--- config.mk ---
export PLATFORM = sky130hd
export DESIGN_NAME = serial_port_top
export DESIGN_NICKNAME = d
export VERILOG_FILES = /design/src/logic/serial_port_pkg.sv /design/src/logic/serial_engine_if.sv /design/src/logic/serial_port_top.sv /design/src/logic/serial_engine.sv
export SDC_FILE = /design/constraint.sdc
export NUM_CORES = 1
export LEC_CHECK = 0
export ABC_AREA = 1
export ABC_CLOCK_PERIOD_IN_PS = 2640
export BUFFER_PORTS_ARGS = -buffer_cell sky130_fd_sc_hd__buf_2
export CAP_MARGIN = 5
export CORE_AREA = 5 5 222 138
export CTS_BUF_LIST = sky130_fd_sc_hd__clkbuf_4
export DETAILED_ROUTE_END_ITERATION = 8
export DIE_AREA = 0 0 227 143
export PLACE_DENSITY = 0.78
export SYNTH_ARGS = -nofsm -noshare
export SYNTH_HDL_FRONTEND = slang
export SYNTH_HIERARCHICAL = 1
export SYNTH_SLANG_ARGS = --single-unit
export TNS_END_PERCENT = 50
--- constraint.sdc ---
create_clock -name clk_sys -period 2.64 [get_ports clk_sys]
set_clock_uncertainty 0.15 [all_clocks]
set_input_delay 0.396 -clock clk_sys [delete_from_list [all_inputs] [get_ports clk_sys]]
set_output_delay 0.396 -clock clk_sys [all_outputs]
set_load 0.005 [all_outputs]
--- src/logic/serial_port_pkg.sv ---
// constants shared by the serial port top and its character engine
// assumes a single system clock at CLK_HZ; all rates derive from it
package serial_port_pkg;

	// ----------------------------------------------------------------
	// clock and line rates
	// ----------------------------------------------------------------
	localparam int unsigned CLK_HZ = 250_000_000;
	localparam int unsigned SDI12_BAUD = 1200;
	localparam int unsigned BAUD_9600 = 9600;
	localparam int unsigned BAUD_19200 = 19200;
	localparam int unsigned BAUD_38400 = 38400;
	localparam int unsigned BAUD_57600 = 57600;
	localparam int unsigned BAUD_115200 = 115200;
	localparam int unsigned BAUD_230400 = 230400;
	localparam int DIV_W = 18;
	typedef logic [DIV_W-1:0] div_t;
	localparam div_t DIV_115200 = DIV_W'(CLK_HZ / BAUD_115200);
	localparam div_t DIV_230400 = DIV_W'(CLK_HZ / BAUD_230400);
	// silence after a poll before the master gives up on a reply
	localparam int unsigned RS485_REPLY_US = 1000;
	localparam int unsigned RS485_REPLY_CYC =
		(CLK_HZ / 1_000_000) * RS485_REPLY_US;
	localparam int TO_W = 20;

	// ----------------------------------------------------------------
	// register map (byte addresses)
	// ----------------------------------------------------------------
	localparam int ADDR_W = 6;
	localparam logic [ADDR_W-1:0] OFS_CTRL = 6'h00;
	localparam logic [ADDR_W-1:0] OFS_SDI_ADDR = 6'h04;
	localparam logic [ADDR_W-1:0] OFS_P1_TX = 6'h08;
	localparam logic [ADDR_W-1:0] OFS_P1_RX = 6'h0C;
	localparam logic [ADDR_W-1:0] OFS_P2_TX = 6'h10;
	localparam logic [ADDR_W-1:0] OFS_P2_RX = 6'h14;
	localparam logic [ADDR_W-1:0] OFS_IRQ_STAT = 6'h18;
	localparam logic [ADDR_W-1:0] OFS_IRQ_CLR = 6'h1C;
	localparam logic [ADDR_W-1:0] OFS_IRQ_EN = 6'h20;
	localparam logic [ADDR_W-1:0] OFS_STATUS = 6'h24;

	// ----------------------------------------------------------------
	// fields and reset values
	// ----------------------------------------------------------------
	localparam int CTRL_P1_485 = 0;
	localparam int CTRL_P2_SDI = 1;
	localparam int CTRL_P1_BAUD = 2;
	localparam int CTRL_P2_BAUD = 5;
	localparam logic [7:0] CTRL_RST = 8'h90;
	localparam logic [6:0] SDI_ADDR_RST = 7'h30;
	localparam logic [2:0] BSEL_9600 = 3'h0;
	localparam logic [2:0] BSEL_19200 = 3'h1;
	localparam logic [2:0] BSEL_38400 = 3'h2;
	localparam logic [2:0] BSEL_57600 = 3'h3;
	localparam logic [2:0] BSEL_115200 = 3'h4;
	localparam logic [2:0] BSEL_230400 = 3'h5;
	localparam int TX_PFX_BIT = 8;
	localparam int IRQ_P1_RX = 0;
	localparam int IRQ_P1_TXD = 1;
	localparam int IRQ_P2_RX = 2;
	localparam int IRQ_P2_TXD = 3;
	localparam int IRQ_PERR = 4;
	localparam int IRQ_FERR = 5;
	localparam int IRQ_OVR = 6;
	localparam int IRQ_UNSOL = 7;
	localparam int IRQ_RTO = 8;
	localparam int IRQ_W = 9;

endpackage

--- src/logic/serial_engine_if.sv ---
// control and data bundle between the port top and one character engine
// assumes both ends sit on clk_sys
`timescale 1ns/1ns
`default_nettype none
interface serial_engine_if;
	import serial_port_pkg::*;
	div_t div;
	logic bits7;
	logic par_en;
	logic tx_valid;
	logic [7:0] tx_data;
	logic tx_ready;
	logic tx_done;
	logic busy;
	logic txd;
	logic rxd;
	logic rx_busy;
	logic rx_valid;
	logic [7:0] rx_data;
	logic rx_perr;
	logic rx_ferr;
	modport eng(input div, bits7, par_en, tx_valid, tx_data, rxd,
		output tx_ready, tx_done, busy, txd, rx_busy, rx_valid,
		rx_data, rx_perr, rx_ferr);
	modport ctl(output div, bits7, par_en, tx_valid, tx_data, rxd,
		input tx_ready, tx_done, busy, txd, rx_busy, rx_valid,
		rx_data, rx_perr, rx_ferr);
endinterface
`default_nettype wire

--- src/logic/serial_port_top.sv ---
// logger serial ports: port 1 as RS232 or RS485 master, port 2 as RS232
// or SDI-12 recorder; assumes pins and bus are synchronous to clk_sys
//
// How it works
// - port 2 runs SDI-12 or RS232, never both
// - SDI-12 recorder sends address-led commands
// - SDI-12 fixed at 1200 bit/s
// - start bit, seven data bits lsb first
// - even parity bit, then one stop bit
// - SDI-12 line turns to receive immediately
// - RS232 selectable rates up to 230400
// - port 1 runs RS232 or RS485, never both
// - RS485 master polls; slaves only answer
`timescale 1ns/1ns
`default_nettype none
module serial_port_top #(
	parameter serial_port_pkg::div_t DIV_1200 =
		serial_port_pkg::DIV_W'(serial_port_pkg::CLK_HZ / 1200),
	parameter serial_port_pkg::div_t DIV_9600 =
		serial_port_pkg::DIV_W'(serial_port_pkg::CLK_HZ / 9600),
	parameter serial_port_pkg::div_t DIV_19200 =
		serial_port_pkg::DIV_W'(serial_port_pkg::CLK_HZ / 19200),
	parameter serial_port_pkg::div_t DIV_38400 =
		serial_port_pkg::DIV_W'(serial_port_pkg::CLK_HZ / 38400),
	parameter serial_port_pkg::div_t DIV_57600 =
		serial_port_pkg::DIV_W'(serial_port_pkg::CLK_HZ / 57600),
	parameter logic [serial_port_pkg::TO_W-1:0] REPLY_CYC =
		serial_port_pkg::TO_W'(serial_port_pkg::RS485_REPLY_CYC)
) (
	input wire logic clk_sys,
	input wire logic rst,
	input wire logic ce,
	input wire logic [serial_port_pkg::ADDR_W-1:0] bus_addr,
	input wire logic [31:0] bus_wdata,
	input wire logic bus_wr,
	input wire logic bus_rd,
	output logic [31:0] bus_rdata,
	output logic irq,
	output logic p1_232_txd,
	input wire logic p1_232_rxd,
	output logic rs485_txd,
	input wire logic rs485_rxd,
	output logic rs485_de,
	output logic p2_232_txd,
	input wire logic p2_232_rxd,
	input wire logic sdi_in,
	output logic sdi_out,
	output logic sdi_oe
);
	import serial_port_pkg::*;

	// ----------------------------------------------------------------
	// registers and per-port state
	// ----------------------------------------------------------------
	logic [7:0] ctrl_q;
	logic [6:0] sdi_addr_q;
	logic [IRQ_W-1:0] stat_q;
	logic [IRQ_W-1:0] en_q;
	logic [IRQ_W-1:0] evt;
	logic [31:0] rdata_q;
	logic [31:0] rd_mux;
	logic p1_485;
	logic p2_sdi;
	div_t eng_div [2];
	logic eng_sdi [2];
	logic eng_rxd [2];
	logic eng_txd [2];
	logic eng_busy [2];
	logic pend_q [2];
	logic pfx_q [2];
	logic [7:0] pdat_q [2];
	logic rxv_q [2];
	logic [7:0] rxb_q [2];
	logic wr_tx [2];
	logic rd_rx [2];
	logic rx_evt [2];
	logic txd_evt [2];
	logic perr_evt [2];
	logic ferr_evt [2];
	logic ovr_evt [2];
	logic await_q;
	logic heard_q;
	logic [TO_W-1:0] to_cnt_q;
	logic rx1_busy;
	logic unsol_evt;
	logic rto_evt;

	// one mode bit per shared port
	assign p1_485 = ctrl_q[CTRL_P1_485];
	// sdi or rs232 on port 2
	assign p2_sdi = ctrl_q[CTRL_P2_SDI];

	function automatic div_t baud_div(input logic [2:0] s);
		case (s)
			BSEL_9600: return DIV_9600;
			BSEL_19200: return DIV_19200;
			BSEL_38400: return DIV_38400;
			BSEL_57600: return DIV_57600;
			BSEL_115200: return DIV_115200;
			BSEL_230400: return DIV_230400;
			default: return DIV_115200;
		endcase
	endfunction

	// ----------------------------------------------------------------
	// port configuration and pin steering
	// ----------------------------------------------------------------
	always_comb begin
		eng_div[0] = baud_div(ctrl_q[CTRL_P1_BAUD +: 3]);
		eng_div[1] = p2_sdi ? DIV_1200 : baud_div(ctrl_q[CTRL_P2_BAUD +: 3]);
		eng_sdi[0] = 1'b0;
		eng_sdi[1] = p2_sdi;
		// own echo is not a slave reply
		eng_rxd[0] = p1_485 ? (rs485_de | rs485_rxd) : p1_232_rxd;
		eng_rxd[1] = p2_sdi ? (sdi_oe | sdi_in) : p2_232_rxd;
	end

	// drive the bus only while polling
	assign rs485_de = p1_485 & eng_busy[0];
	assign rs485_txd = p1_485 ? eng_txd[0] : 1'b1;
	assign p1_232_txd = p1_485 ? 1'b1 : eng_txd[0];
	// release the line as the stop bit ends
	assign sdi_oe = p2_sdi & (eng_busy[0+1] | pend_q[1]);
	assign sdi_out = p2_sdi ? eng_txd[1] : 1'b1;
	assign p2_232_txd = p2_sdi ? 1'b1 : eng_txd[1];

	// ----------------------------------------------------------------
	// per-port engine, transmit queue and receive holding register
	// ----------------------------------------------------------------
	for (genvar g = 0; g < 2; g++) begin : g_port
		serial_engine_if lnk ();
		logic [ADDR_W-1:0] tx_ofs;
		logic [ADDR_W-1:0] rx_ofs;

		assign tx_ofs = (g == 0) ? OFS_P1_TX : OFS_P2_TX;
		assign rx_ofs = (g == 0) ? OFS_P1_RX : OFS_P2_RX;
		assign wr_tx[g] = bus_wr && bus_addr == tx_ofs;
		assign rd_rx[g] = bus_rd && bus_addr == rx_ofs;
		assign lnk.div = eng_div[g];
		// seven data bits with even parity when the port runs SDI-12, else eight bits and no parity
		assign lnk.bits7 = eng_sdi[g];
		assign lnk.par_en = eng_sdi[g];
		assign lnk.rxd = eng_rxd[g];
		assign lnk.tx_valid = pend_q[g];
		assign lnk.tx_data = pfx_q[g] ? {1'b0, sdi_addr_q} : pdat_q[g];
		assign eng_txd[g] = lnk.txd;
		assign eng_busy[g] = lnk.busy;
		assign rx_evt[g] = lnk.rx_valid;
		assign txd_evt[g] = lnk.tx_done & !pend_q[g];
		assign perr_evt[g] = lnk.rx_valid & lnk.rx_perr;
		assign ferr_evt[g] = lnk.rx_valid & lnk.rx_ferr;
		assign ovr_evt[g] = lnk.rx_valid & rxv_q[g] & !rd_rx[g];

		serial_engine u_eng (
			.clk_sys(clk_sys),
			.rst(rst),
			.ce(ce),
			.lnk(lnk)
		);

		// a write while a character waits is dropped; poll the free bit
		always_ff @(posedge clk_sys) begin
			if (rst) begin
				pend_q[g] <= 1'b0;
				pfx_q[g] <= 1'b0;
				pdat_q[g] <= 8'h00;
			end else if (ce) begin
				if (!pend_q[g] && wr_tx[g]) begin
					pend_q[g] <= 1'b1;
					pdat_q[g] <= bus_wdata[7:0];
					pfx_q[g] <= bus_wdata[TX_PFX_BIT] && eng_sdi[g];
				end else if (pend_q[g] && lnk.tx_ready) begin
					pfx_q[g] <= 1'b0;
					pend_q[g] <= pfx_q[g];
				end
			end
		end

		// a new character wins over the read that frees the holder
		always_ff @(posedge clk_sys) begin
			if (rst) begin
				rxv_q[g] <= 1'b0;
				rxb_q[g] <= 8'h00;
			end else if (ce) begin
				if (lnk.rx_valid) begin
					rxv_q[g] <= 1'b1;
					rxb_q[g] <= lnk.rx_data;
				end else if (rd_rx[g]) begin
					rxv_q[g] <= 1'b0;
				end
			end
		end

		if (g == 0) begin : g_p1
			assign rx1_busy = lnk.rx_busy;
		end
	end

	// ----------------------------------------------------------------
	// rs485 reply window
	// ----------------------------------------------------------------
	// a finished poll opens the window; silence for REPLY_CYC closes it
	// replies only inside the window
	always_ff @(posedge clk_sys) begin
		if (rst) begin
			await_q <= 1'b0;
			heard_q <= 1'b0;
			to_cnt_q <= '0;
		end else if (ce) begin
			if (!p1_485 || rs485_de) begin
				await_q <= 1'b0;
				heard_q <= 1'b0;
				to_cnt_q <= '0;
			end else if (txd_evt[0]) begin
				await_q <= 1'b1;
				heard_q <= 1'b0;
				to_cnt_q <= '0;
			end else if (await_q) begin
				if (rx_evt[0]) begin
					heard_q <= 1'b1;
					to_cnt_q <= '0;
				end else if (rx1_busy) begin
					to_cnt_q <= '0;
				end else if (to_cnt_q == REPLY_CYC - 1'b1) begin
					await_q <= 1'b0;
				end else begin
					to_cnt_q <= to_cnt_q + 1'b1;
				end
			end
		end
	end

	assign unsol_evt = p1_485 & rx_evt[0] & !await_q;
	assign rto_evt = await_q & !heard_q & !rx_evt[0] & !rx1_busy &
		(to_cnt_q == REPLY_CYC - 1'b1);

	// ----------------------------------------------------------------
	// interrupt status
	// ----------------------------------------------------------------
	always_comb begin
		evt = '0;
		evt[IRQ_P1_RX] = rx_evt[0];
		evt[IRQ_P1_TXD] = txd_evt[0];
		evt[IRQ_P2_RX] = rx_evt[1];
		evt[IRQ_P2_TXD] = txd_evt[1];
		evt[IRQ_PERR] = perr_evt[1];
		evt[IRQ_FERR] = ferr_evt[0] | ferr_evt[1];
		evt[IRQ_OVR] = ovr_evt[0] | ovr_evt[1];
		evt[IRQ_UNSOL] = unsol_evt;
		evt[IRQ_RTO] = rto_evt;
	end

	// set wins over a clear in the same cycle
	always_ff @(posedge clk_sys) begin
		if (rst) begin
			stat_q <= '0;
		end else if (ce) begin
			if (bus_wr && bus_addr == OFS_IRQ_CLR) begin
				stat_q <= (stat_q & ~bus_wdata[IRQ_W-1:0]) | evt;
			end else begin
				stat_q <= stat_q | evt;
			end
		end
	end

	assign irq = |(stat_q & en_q);

	// ----------------------------------------------------------------
	// control registers
	// ----------------------------------------------------------------
	// mode changes take effect at once, even mid-character
	always_ff @(posedge clk_sys) begin
		if (rst) begin
			ctrl_q <= CTRL_RST;
			sdi_addr_q <= SDI_ADDR_RST;
			en_q <= '0;
		end else if (ce && bus_wr) begin
			case (bus_addr)
				OFS_CTRL: ctrl_q <= bus_wdata[7:0];
				OFS_SDI_ADDR: sdi_addr_q <= bus_wdata[6:0];
				OFS_IRQ_EN: en_q <= bus_wdata[IRQ_W-1:0];
				default: ;
			endcase
		end
	end

	// ----------------------------------------------------------------
	// read path, one cycle latency
	// ----------------------------------------------------------------
	always_comb begin
		case (bus_addr)
			OFS_CTRL: rd_mux = 32'(ctrl_q);
			OFS_SDI_ADDR: rd_mux = 32'(sdi_addr_q);
			OFS_P1_TX: rd_mux = 32'(!pend_q[0]);
			OFS_P1_RX: rd_mux = 32'({rxv_q[0], rxb_q[0]});
			OFS_P2_TX: rd_mux = 32'(!pend_q[1]);
			OFS_P2_RX: rd_mux = 32'({rxv_q[1], rxb_q[1]});
			OFS_IRQ_STAT: rd_mux = 32'(stat_q);
			OFS_IRQ_EN: rd_mux = 32'(en_q);
			OFS_STATUS: rd_mux = 32'({await_q, sdi_oe, rs485_de,
				eng_busy[1] | pend_q[1], eng_busy[0] | pend_q[0]});
			default: rd_mux = 32'h0000_0000;
		endcase
	end

	always_ff @(posedge clk_sys) begin
		if (rst) begin
			rdata_q <= 32'h0000_0000;
		end else if (ce) begin
			rdata_q <= bus_rd ? rd_mux : 32'h0000_0000;
		end
	end

	assign bus_rdata = rdata_q;

endmodule
`default_nettype wire

--- src/logic/serial_engine.sv ---
// one async character engine: start, 7 or 8 data lsb first,
// optional even parity, one stop; assumes rxd is synchronous to clk_sys
`timescale 1ns/1ns
`default_nettype none
module serial_engine (
	input wire logic clk_sys,
	input wire logic rst,
	input wire logic ce,
	serial_engine_if.eng lnk
);
	import serial_port_pkg::*;

	typedef enum {RX_IDLE, RX_BITS} rx_state_e;

	logic [3:0] nbits;
	logic [3:0] flen;
	logic [10:0] tx_sh_q;
	logic [3:0] tx_left_q;
	div_t tx_cnt_q;
	logic tx_done_q;
	rx_state_e rx_st_q;
	logic rx_prev_q;
	logic [3:0] rx_idx_q;
	div_t rx_cnt_q;
	logic [10:0] rx_fr_q;
	logic [10:0] rx_fr;
	logic [7:0] rx_d;
	logic rx_p;
	logic rx_valid_q;
	logic [7:0] rx_data_q;
	logic rx_perr_q;
	logic rx_ferr_q;

	assign nbits = lnk.bits7 ? 4'h7 : 4'h8;
	assign flen = nbits + {3'h0, lnk.par_en} + 4'h2;

	function automatic logic [10:0] build(input logic [7:0] d,
		input logic [3:0] n, input logic pe);
		logic [10:0] f;
		logic p;
		f = '1;
		f[0] = 1'b0;
		p = 1'b0;
		for (int i = 0; i < 8; i++) begin
			if (i < int'(n)) begin
				f[i+1] = d[i];
				p = p ^ d[i];
			end
		end
		if (pe) begin
			f[n + 4'h1] = p;
		end
		return f;
	endfunction

	// ----------------------------------------------------------------
	// transmitter
	// ----------------------------------------------------------------
	// frame then shift lsb first
	always_ff @(posedge clk_sys) begin
		if (rst) begin
			tx_sh_q <= '1;
			tx_left_q <= 4'h0;
			tx_cnt_q <= '0;
			tx_done_q <= 1'b0;
		end else if (ce) begin
			tx_done_q <= 1'b0;
			if (tx_left_q == 4'h0) begin
				if (lnk.tx_valid) begin
					tx_sh_q <= build(lnk.tx_data, nbits, lnk.par_en);
					tx_left_q <= flen;
					tx_cnt_q <= lnk.div - 1'b1;
				end
			end else if (tx_cnt_q == '0) begin
				tx_sh_q <= {1'b1, tx_sh_q[10:1]};
				tx_left_q <= tx_left_q - 4'h1;
				tx_cnt_q <= lnk.div - 1'b1;
				tx_done_q <= (tx_left_q == 4'h1);
			end else begin
				tx_cnt_q <= tx_cnt_q - 1'b1;
			end
		end
	end

	// idle shifts in ones, so the line rests at mark
	assign lnk.txd = tx_sh_q[0];
	assign lnk.tx_ready = (tx_left_q == 4'h0);
	assign lnk.busy = (tx_left_q != 4'h0);
	assign lnk.tx_done = tx_done_q;

	// ----------------------------------------------------------------
	// receiver
	// ----------------------------------------------------------------
	always_comb begin
		rx_fr = rx_fr_q;
		rx_fr[rx_idx_q] = lnk.rxd;
		rx_d = 8'h00;
		rx_p = 1'b0;
		for (int i = 0; i < 8; i++) begin
			if (i < int'(nbits)) begin
				rx_d[i] = rx_fr[i+1];
				rx_p = rx_p ^ rx_fr[i+1];
			end
		end
	end

	// mid-bit sampling: half a bit after the falling edge, then whole bits
	always_ff @(posedge clk_sys) begin
		if (rst) begin
			rx_st_q <= RX_IDLE;
			rx_prev_q <= 1'b1;
			rx_idx_q <= 4'h0;
			rx_cnt_q <= '0;
			rx_fr_q <= '1;
			rx_valid_q <= 1'b0;
			rx_data_q <= 8'h00;
			rx_perr_q <= 1'b0;
			rx_ferr_q <= 1'b0;
		end else if (ce) begin
			rx_prev_q <= lnk.rxd;
			rx_valid_q <= 1'b0;
			case (rx_st_q)
				RX_IDLE: begin
					if (rx_prev_q && !lnk.rxd) begin
						rx_st_q <= RX_BITS;
						rx_idx_q <= 4'h0;
						rx_cnt_q <= lnk.div >> 1;
					end
				end
				RX_BITS: begin
					if (rx_cnt_q != '0) begin
						rx_cnt_q <= rx_cnt_q - 1'b1;
					end else begin
						rx_fr_q <= rx_fr;
						rx_cnt_q <= lnk.div - 1'b1;
						rx_idx_q <= rx_idx_q + 4'h1;
						if (rx_idx_q == 4'h0 && lnk.rxd) begin
							rx_st_q <= RX_IDLE;
						end else if (rx_idx_q == flen - 4'h1) begin
							rx_st_q <= RX_IDLE;
							rx_valid_q <= 1'b1;
							rx_data_q <= rx_d;
							rx_perr_q <= lnk.par_en &&
								(rx_p != rx_fr[nbits + 4'h1]);
							rx_ferr_q <= !lnk.rxd;
						end
					end
				end
				default: rx_st_q <= RX_IDLE;
			endcase
		end
	end

	assign lnk.rx_busy = (rx_st_q == RX_BITS);
	assign lnk.rx_valid = rx_valid_q;
	assign lnk.rx_data = rx_data_q;
	assign lnk.rx_perr = rx_perr_q;
	assign lnk.rx_ferr = rx_ferr_q;

endmodule
`default_nettype wire

==> results of run 1 <==
power by group through the flow:
stage	clock, mW	combinational, mW	sequential (mW)
finish	3.82	4.88	4.72
global route	4.12	5.43	4.77
CTS	3.89	4.69	4.70
detailed placement	0	4.59	4.78
global placement	0	4.45	4.76
floorplan	0	3.59	4.69
worst register-to-register path: cells and delay by family, from the launching register on:
family | cells | cell delay, ns
flip-flops | 1 | 0.33
XOR/XNOR | 1 | 0.19
AND/OR/NAND/NOR | 7 | 1.00
adder cells (fa/ha/maj) | 1 | 0.37
buffers and inverters | 2 | 0.30
AO/OA/AOI/OAI | 1 | 0.11
metal layers:
metal / up-vias / track usage, % / part of all wire, %
li1: 8000 / - / -
met1: 7622 / 43.3 / 47
met2: 785 / 39.1 / 40
met3: 82 / 7.75 / 11
met4: 0 / 7.14 / 1.6
met5: - / 0 / 0
layout make-up:
type,instances,share of cell area (%)
diodes,1,0.0139
clock buffers,109,4.56
clock inverters,13,0.593
inverters,312,6.63
multi-input cells,1739,49.7
flip-flops and latches,253,30.3
well taps,375,2.61
repair buffers,138,5.54
metrics by stage:
stage               cell area [um^2]  cells  power [mW]  hold WS [ns]  setup slack [ns]
floorplan                      16000   2403        8.28         0.269            0.0382
global placement               16600   2791        9.21         0.293             0.132
detailed placement             16600   2791        9.37         0.295            0.0243
CTS                            17700   2927        13.3        0.0158           0.00976
global route                   17900   2940        14.3        0.0687           -0.0437
finish                         17900   2940        13.4         0.102            0.0810
repair_timing:
item,4_1_cts,5_1_grt
resized for setup,5,41
setup endpoints to repair,2,48
pin swaps,1,8
hold endpoints to repair,71,0
hold buffers,13,0
buffers inserted,1,12
how the worst max path moves through the flow:
stage | end | slack (ns)
after floorplan | g_port[1].u_eng/tx_cnt_q[14] | 0.04
after global placement | g_port[1].u_eng/tx_cnt_q[14] | 0.13
after detailed placement | g_port[0].u_eng/rx_cnt_q[14] | 0.02
after CTS | rs485_de | 0.01
after global routing | g_port[1].u_eng/tx_cnt_q[14] | -0.04
final | sdi_oe | 0.08
flip-flops by register name, indices dropped and copies added (netlist names), 9 cells and up:
register	cells
pdat_q	16
g_port.u_eng/tx_cnt_q	36
g_port.u_eng/lnk.rx_data	16
rxb_q	16
g_port.u_eng/tx_sh_q	20
to_cnt_q	20
g_port.u_eng/rx_cnt_q	36
bus_rdata	9
g_port.u_eng/rx_fr_q	17
stat_q	9
en_q	9
placed cells by master, fill, tap and decap left out, types with 31 or more instances in the layout:
cell	n
a21oi_1	170
buf_2	39
buf_4	83
clkbuf_4	109
conb_1	43
dfxtp_1	210
edfxtp_1	37
inv_1	271
inv_2	31
nand2_1	553
nand3_1	136
nand4_1	42
nor2_1	278
o211ai_1	60
o21ai_0	147
xor2_1	45
==> impl_metrics.py, run 1 <==
metrics = {
    "outcome": {
        "status": "complete, no violations",
    },
    "detailed_routing": {
        "first_pass_iters": 5,
        "wirelength_mm": 46.8,
        "route.detailed.drc": 0,
        "via_per_inst": 5.61,
        "vias": 16489,
        "drtIter0Drc": 2094,
        "route.antenna.remaining_nets": 0,
        "wl_per_cell_um": 15.9,
    },
    "floorplanning": {
        "die_h_um": 143,
        "core_area_um2": 28300,
        "ios": 86,
        "die_w_um": 227,
        "start_util_pct": 56.1,
        "row_count": 48,
        "dieArea_um2": 32500,
    },
    "layout": {
        "drive_gt1_share_pct": 15.3,
        "multi_input_area_um2": 8920,
        "seqCellArea_um2": 5450,
        "final_util_pct": 63.5,
        "fin_nets": 2588,
        "fillers": 2556,
        "area_growth_pct": 13.2,
    },
    "timing": {
        "slew_headroom_pct": 63.6,
        "rsz0062_at_grt": "true",
        "tightestPinTransition_ns": 0.546,
        "finalCritPeriodShare_pct": 96.9,
        "hold_viol_final": 0,
        "finalSetupTns_ns": 0,
        "period_minus_slack_ns": 2.56,
        "fmax_mhz": 391,
        "setup_viol": 0,
        "drv_slew": 0,
    },
    "pwr": {
        "p_sw_share_pct": 40.0,
        "power_frac_seq_pct": 35.2,
        "p_int_mw": 8.05,
        "p_comb_share_pct": 36.3,
        "clockPowerShare_pct": 28.5,
        "p_leak_nw": 8.31,
        "power.density_nw_per_um2": 747,
        "switching_power_mw": 5.36,
        "ir_worst_vdd_mv": 0.474,
    },
    "global_routing": {
        "first_global_vias": 14828,
        "grt_pass1_wl_mm": 74.9,
        "overflow": 0,
        "antenna_found_initial": 1,
        "grt_usage_pct": 28.3,
        "grt_max_degree": 48,
    },
    "worst_setup_path": {
        "worst-path-stages": 6,
        "r2r_start": "ctrl_q[1]",
        "crit_fanout": 4,
        "r2r_end": "g_port[1].u_eng/lnk.rx_perr",
        "path_cells": "inv_1, ha_1, nand2_1, nor2_2, nor2_1, buf_2",
        "cp-startpoint": "g_port[1].u_eng/tx_left_q[0]",
        "reg2reg_slack_ns": 0.13,
        "worst_path_dominant_cell_family": "simple AND/OR/NAND/NOR gates",
        "timing.critical_path.slowest_cell_delay_ns": 0.34,
        "reg2regPathDepth": 12,
        "critPathBufInv": 2,
        "critPathSlowestCell": "dfxtp_1",
        "startpoint_type": "register",
        "cp.required_ns": 2.09,
        "cp-end-kind": "primary output",
        "arrival_ns": 2.01,
        "critical_path_class": "register to primary output",
    },
    "logic_synthesis": {
        "avgSynthCellArea_um2": 6.72,
        "synthesis.area_um2": 15900,
        "syn_inst": 2361,
        "yosysWarnings": 6,
    },
    "clock_network": {
        "cts_tree": "yes",
        "cts_htree_levels": 3,
        "cts_sinks": 253,
        "cts_buffer_depth": 3,
        "numCtsBuffers": 68,
        "insertion_delay_ns": 0.76,
        "cts.clk_slew.worst_paths_ns": 0.07,
        "cts-root-buf": "clkbuf_4",
    },
    "hold_path": {
        "hp-class": "primary input to register",
        "whs_path_depth": 6,
        "hold_path_end": "stat_q[6]",
        "hold_path.startpoint": "bus_addr[4]",
    },
    "place": {
        "place_hpwl_mm": 34.1,
        "place_congestion": 0.962,
        "io_buffer_count": 39,
    },
    "flow_run": {
        "maxCapViolCount": 0,
    },
}
Note: power is estimated with default switching activity, not from simulation.
==> inputs of run 2 (changes only) <==
Settings changed: ABC_AREA 1 to not set, CORE_AREA 5 5 222 138 to 5 5 215 134, DIE_AREA 0 0 227 143 to 0 0 220 139.
==> run 2 against run 1 <==
- the flow now finishes with violations (setup timing)
- largest power group unchanged
- highest routed layer unchanged
- wire length fell by 0.67%
- area after synthesis fell by 5.7%
- fmax fell by 7.5%
- cell count fell by 16%
- synthesized cell count fell by 24%
- global-route usage rose by 0.31 points
- core utilization rose by 5.3 points
- count of clock-buffer cells in the layout fell by 18
- first-iteration DRC count fell by 11%
- critical endpoint is now g_port[0].u_eng/rx_idx_q[1]
- critical path type is now register to register
- sequential power rose by 1%
- via count fell by 8.3%
==> impl_metrics.py, run 2 <==
metrics = {
    "worst_setup_path": {
        "path_cells": "inv_4, ha_4, or3b_4, buf_6, or2b_1, o22a_1, nor2b_4, o21a_4, buf_12, buf_12, nand2_4, a22oi_2, nor2_1",
        "critPathSlowestCell": "or3b_4",
        "cp-end-kind": "register",
        "timing.critical_path.slowest_cell_delay_ns": 0.41,
        "critPathBufInv": 4,
        "worst_path_dominant_cell_family": "simple AND/OR/NAND/NOR gates",
        "startpoint_type": "register",
        "cp-startpoint": "g_port[0].u_eng/tx_left_q[0]",
        "critical_path_class": "register to register",
        "cp.required_ns": 3.11,
        "crit_fanout": 8,
        "arrival_ns": 3.23,
        "r2r_start": "g_port[0].u_eng/tx_left_q[0]",
        "crit_top_cell": "buf_12",
    },
    "hold_path": {
        "hp-class": "primary input to register",
        "hold_path.startpoint": "p2_232_rxd",
    },
    "place": {
        "placed_area_um2": 16800,
        "io_buffer_count": 39,
        "place_congestion": 0.960,
        "dpl.cell_count": 2316,
        "place_hpwl_mm": 32.5,
        "pre_cts_slack_ns": -0.0965,
    },
    "global_routing": {
        "antenna_found_initial": 4,
        "grt_max_degree": 48,
        "grt_pass1_wl_mm": 71.5,
        "first_global_vias": 13501,
        "overflow": 0,
        "grt_usage_pct": 28.6,
    },
    "clock_network": {
        "cts_tree": "yes",
        "cts_buffer_depth": 3,
        "cts.clk_slew.worst_paths_ns": 0.08,
        "cts_sinks": 253,
        "numCtsBuffers": 61,
        "insertion_delay_ns": 0.77,
        "cts_htree_levels": 2,
        "cts-root-buf": "clkbuf_4",
    },
    "pwr": {
        "p_leak_nw": 7.14,
        "power.density_nw_per_um2": 746,
        "p_total_mw": 13.8,
        "ir_worst_vdd_mv": 0.568,
    },
    "timing": {
        "whs_ns": 0.0860,
        "hold_viol_final": 0,
        "drv_slew": 0,
        "finalSetupTns_ns": -1.16,
        "period_minus_slack_ns": 2.77,
        "finalCritPeriodShare_pct": 105,
        "rsz0062_at_grt": "true",
        "slew_headroom_pct": 45.8,
        "tightestPinTransition_ns": 0.807,
        "setup_viol": 23,
        "fmax_mhz": 361,
        "layout_setup_ws_ns": -0.126,
    },
    "layout": {
        "final_util_pct": 68.8,
        "final_cell_mix": "dfxtp_1, buf_4, nand2_1, nor2_1, a21oi_1",
        "drive_gt1_share_pct": 24.0,
        "final_area_um2": 18400,
        "fin_nets": 2128,
        "final_common_cell": "dfxtp_1",
        "area_growth_pct": 23.4,
        "top_regs": "g_port.u_eng/rx_cnt_q: 36 flops, g_port.u_eng/tx_cnt_q: 36 flops",
        "layout.cells.non_filler": 2475,
    },
    "logic_synthesis": {
        "syn_inst": 1805,
        "yosysWarnings": 6,
        "synthesis.area_um2": 14900,
        "avgSynthCellArea_um2": 8.28,
    },
    "detailed_routing": {
        "vias": 15126,
        "via_per_inst": 6.11,
        "wirelength_mm": 46.5,
        "first_pass_iters": 6,
        "route.detailed.drc": 0,
        "wl_per_cell_um": 18.8,
        "route.antenna.remaining_nets": 0,
        "drtIter0Drc": 1872,
    },
    "flow_run": {
        "maxCapViolCount": 0,
    },
    "floorplanning": {
        "die_h_um": 139,
        "die_w_um": 220,
        "start_util_pct": 55.7,
        "dieArea_um2": 30600,
        "ios": 86,
        "row_count": 47,
        "core_area_um2": 26800,
    },
    "outcome": {
        "status": "finished, violations left",
        "violations": "setup timing",
    },
}
[run 2: changes by cell type in the layout (fill, tap and decap cells not counted), moves of 26 or more]
cell      delta
a21oi_1     -54
inv_2       -27
buf_4      +105
and2_1      +26
o211ai_1    -43
a211o_1     +33
mux2i_1     +45
inv_1      -225
o21ai_0     -96
nand2_1    -367
nor2_1      -92
nand3_1     -78
[run 2: layout make-up]
| type | instances | area, um^2 |
|---|---|---|
| multi-input combinational | 1417 | 9360 |
| sequential | 253 | 5460 |
| inverter | 53 | 209 |
| clock buffer | 91 | 683 |
| antenna | 4 | 10.0 |
| timing repair buffer | 266 | 2180 |
| tap | 367 | 459 |
| clock inverter | 24 | 91.3 |
| fill | 2086 | 8370 |
[run 2: final timing paths]
kind	cells past startpoint	end	slack (ns)
hold reg to reg	2	g_port[0].u_eng/lnk.rx_data[6]	0.31
hold / removal	5	g_port[1].u_eng/rx_prev_q	0.09
setup reg to reg	13	g_port[0].u_eng/rx_idx_q[1]	-0.13
setup / recovery	13	g_port[0].u_eng/rx_idx_q[1]	-0.13
[run 2: report_power, final]
part	total (mW)	switching [mW]	internal (mW)
combinational	5.71	3.38	2.33
sequential	4.77	0.409	4.36
clock	3.28	1.70	1.58
total	13.8	5.49	8.26
[run 2: metal layers]
metal / up-vias / global-route usage (%) / part of all wire (%)
li1: 7003 / - / -
met1: 7129 / 43.4 / 45
met2: 880 / 38.1 / 40
met3: 114 / 8.92 / 12
met4: 0 / 9.12 / 2.7
met5: - / 0 / 0
[run 2: worst min-delay path, delay by kind of cell]
| family | cells | cell delay (ns) |
|---|---|---|
| AO/OA/AOI/OAI | 2 | 0.27 |
| buffers and inverters | 2 | 0.26 |
| AND/OR/NAND/NOR | 1 | 0.04 |
[run 2: timing repair]
item                                   in CTS  in global routing
pin swaps                                  10                 40
gates resized for setup                    29                 87
hold buffers                               13                  0
gates cloned                                1                  1
endpoints found under the hold margin      70                  0
setup endpoints to repair                  16                102
setup buffers                               5                 23
==> inputs of run 3 (changes only) <==
Settings changed: CORE_AREA 5 5 215 134 to 5 5 219 136, CTS_BUF_LIST sky130_fd_sc_hd__clkbuf_4 to not set, CTS_CLUSTER_DIAMETER set to 200, DIE_AREA 0 0 220 139 to 0 0 224 141, HOLD_SLACK_MARGIN set to 0.05, PLACE_DENSITY 0.78 to 0.76.
==> run 3 against run 2 <==
- the run still ends with setup timing left
- combinational power shrank 3.7%
- non-clock buffer count down 10
- worst setup slack gained 0.11 ns
- critical path depth fell by 3
==> impl_metrics.py, run 3 (same netlist as run 2, synthesis figures left out) <==
metrics = {
    "hold_path": {
        "hold_path.startpoint": "bus_wdata[1]",
        "hp-class": "primary input to register",
    },
    "pwr": {
        "power.density_nw_per_um2": 765,
        "p_leak_nw": 7.05,
        "ir_worst_vdd_mv": 0.517,
    },
    "global_routing": {
        "grt_usage_pct": 27.8,
        "grt_pass1_wl_mm": 71.7,
        "grt_max_degree": 102,
        "overflow": 0,
        "antenna_found_initial": 3,
        "first_global_vias": 13050,
    },
    "detailed_routing": {
        "wirelength_mm": 47.2,
        "vias": 14618,
        "route.detailed.drc": 0,
        "route.antenna.remaining_nets": 0,
        "wl_per_cell_um": 19.6,
        "top_layer": "met5",
        "route.met3.wl_mm": 5.80,
        "first_pass_iters": 7,
        "drtIter0Drc": 1793,
        "wl_met1_mm": 21.7,
        "via_per_inst": 6.08,
        "dr_wl_met2_mm": 18.9,
    },
    "timing": {
        "fmax_mhz": 377,
        "period_minus_slack_ns": 2.65,
        "layout_setup_ws_ns": -0.0143,
        "slew_headroom_pct": 38.8,
        "setup_viol": 3,
        "hold_viol_final": 0,
        "rsz0062_at_grt": "true",
        "finalCritPeriodShare_pct": 101,
        "drv_slew": 0,
        "tightestPinTransition_ns": 0.912,
        "finalSetupTns_ns": -0.0256,
    },
    "place": {
        "place_congestion": 0.949,
        "io_buffer_count": 39,
        "pre_cts_slack_ns": -0.0521,
        "place_hpwl_mm": 33.4,
    },
    "clock_network": {
        "numCtsBuffers": 26,
        "insertion_delay_ns": 0.55,
        "cts-root-buf": "clkbuf_16",
        "cts_buffer_depth": 3,
        "cts_sinks": 253,
        "cts_tree": "yes",
        "cts_htree_levels": 1,
        "cts.clk_slew.worst_paths_ns": 0.06,
    },
    "layout": {
        "drive_gt1_share_pct": 22.6,
        "final_cell_mix": "dfxtp_1, buf_4, nor2_1",
        "final_common_cell": "dfxtp_1",
        "final_util_pct": 65.9,
        "fin_nets": 2084,
        "fillers": 2279,
        "top_regs": "g_port.u_eng/rx_cnt_q: 36 flops, g_port.u_eng/tx_cnt_q: 36 flops",
        "area_growth_pct": 23.2,
    },
    "outcome": {
        "violations": "setup timing",
        "status": "finished, violations left",
    },
    "floorplanning": {
        "ios": 86,
        "start_util_pct": 53.5,
        "die_h_um": 141,
        "row_count": 48,
        "core_area_um2": 27900,
        "dieArea_um2": 31600,
        "die_w_um": 224,
    },
    "worst_setup_path": {
        "timing.critical_path.slowest_cell_delay_ns": 0.57,
        "critPathBufInv": 2,
        "worst_path_dominant_cell_family": "simple AND/OR/NAND/NOR gates",
        "cp-startpoint": "ctrl_q[4]",
        "crit_fanout": 7,
        "cp-end-kind": "register",
        "critical_path_class": "register to register",
        "arrival_ns": 2.92,
        "critPathSlowestCell": "or4_4",
        "startpoint_type": "register",
        "path_cells": "buf_4, nand2_2, a21o_4, inv_6, or4_4, nor4_1, xnor2_1, nor2_1, o21ai_0, a21oi_1",
        "cp.required_ns": 2.90,
        "r2r_start": "ctrl_q[4]",
    },
    "flow_run": {
        "maxCapViolCount": 0,
    },
}
-- run 3: cell types whose count changed in the layout (fill, tap and decap cells not counted), moves of 4 or more --
cell           before  now
clkbuf_4           91    0
a21oi_2             3    9
xor2_1             46   50
a21oi_1           116  111
clkinvlp_4          0    4
clkbuf_16           1   29
clkinv_1           23    2
clkinv_2            1    6
dlygate4sd3_1      13    2
-- run 3: final timing paths --
path | depth (start not counted) | slack [ns] | to
hold reg to reg | 2 | 0.31 | g_port[0].u_eng/lnk.rx_data[0]
hold / removal | 3 | 0.08 | en_q[1]
setup reg to reg | 10 | -0.01 | g_port[0].u_eng/tx_cnt_q[7]
setup / recovery | 10 | -0.01 | g_port[0].u_eng/tx_cnt_q[7]
-- run 3: stage by stage --
stage / instances / area (um^2) / hold slack [ns] / power, mW
2_1_floorplan: 1854 / 15300 / 0.277 / 8.41
3_3_place_gp: 2326 / 16800 / 0.286 / 9.70
3_5_place_dp: 2326 / 16800 / 0.298 / 9.88
4_1_cts: 2375 / 17700 / 0.0501 / 13.7
5_1_grt: 2404 / 18400 / 0.0866 / 14.9
6_report: 2405 / 18400 / 0.0797 / 14.1
-- run 3: layout make-up --
cell class	instances	area (um^2)	share of cell area [%]
multi-input cells	1418	9370	50.9
clock buffers	31	701	3.80
clock inverters	16	171	0.931
well taps	375	469	2.55
diodes	3	7.51	0.0408
repair buffers	256	2030	11.0
flip-flops and latches	253	5460	29.6
inverters	53	209	1.13
-- run 3: layer usage --
metal / vias up / track usage [%]
li1: 6875 / -
met1: 6918 / 43.1
met2: 754 / 37.9
met3: 69 / 8.78
met4: 2 / 4.96
met5: - / 0
-- run 3: repair_timing --
item	CTS	global route
hold endpoints to repair	5	0
setup endpoints to repair	21	85
buffers inserted	0	24
hold buffers	2	0
pin swaps	1	35
gates cloned	0	3
resized for setup	14	103
-- run 3: worst reg2reg max path, delay by kind of cell (launching register included) --
kind,cells,cell delay (ns)
AO/OA/AOI/OAI,3,0.44
XOR/XNOR,1,0.31
buffers and inverters,2,0.19
flip-flops,1,0.36
AND/OR/NAND/NOR,4,1.07
-- run 3: power by group --
| group | internal [mW] | switching, mW | leakage (nW) |
|---|---|---|---|
| sequential | 4.36 | 0.397 | 2.13 |
| combinational | 2.19 | 3.31 | 4.50 |
| clock | 2.19 | 1.63 | 0.420 |
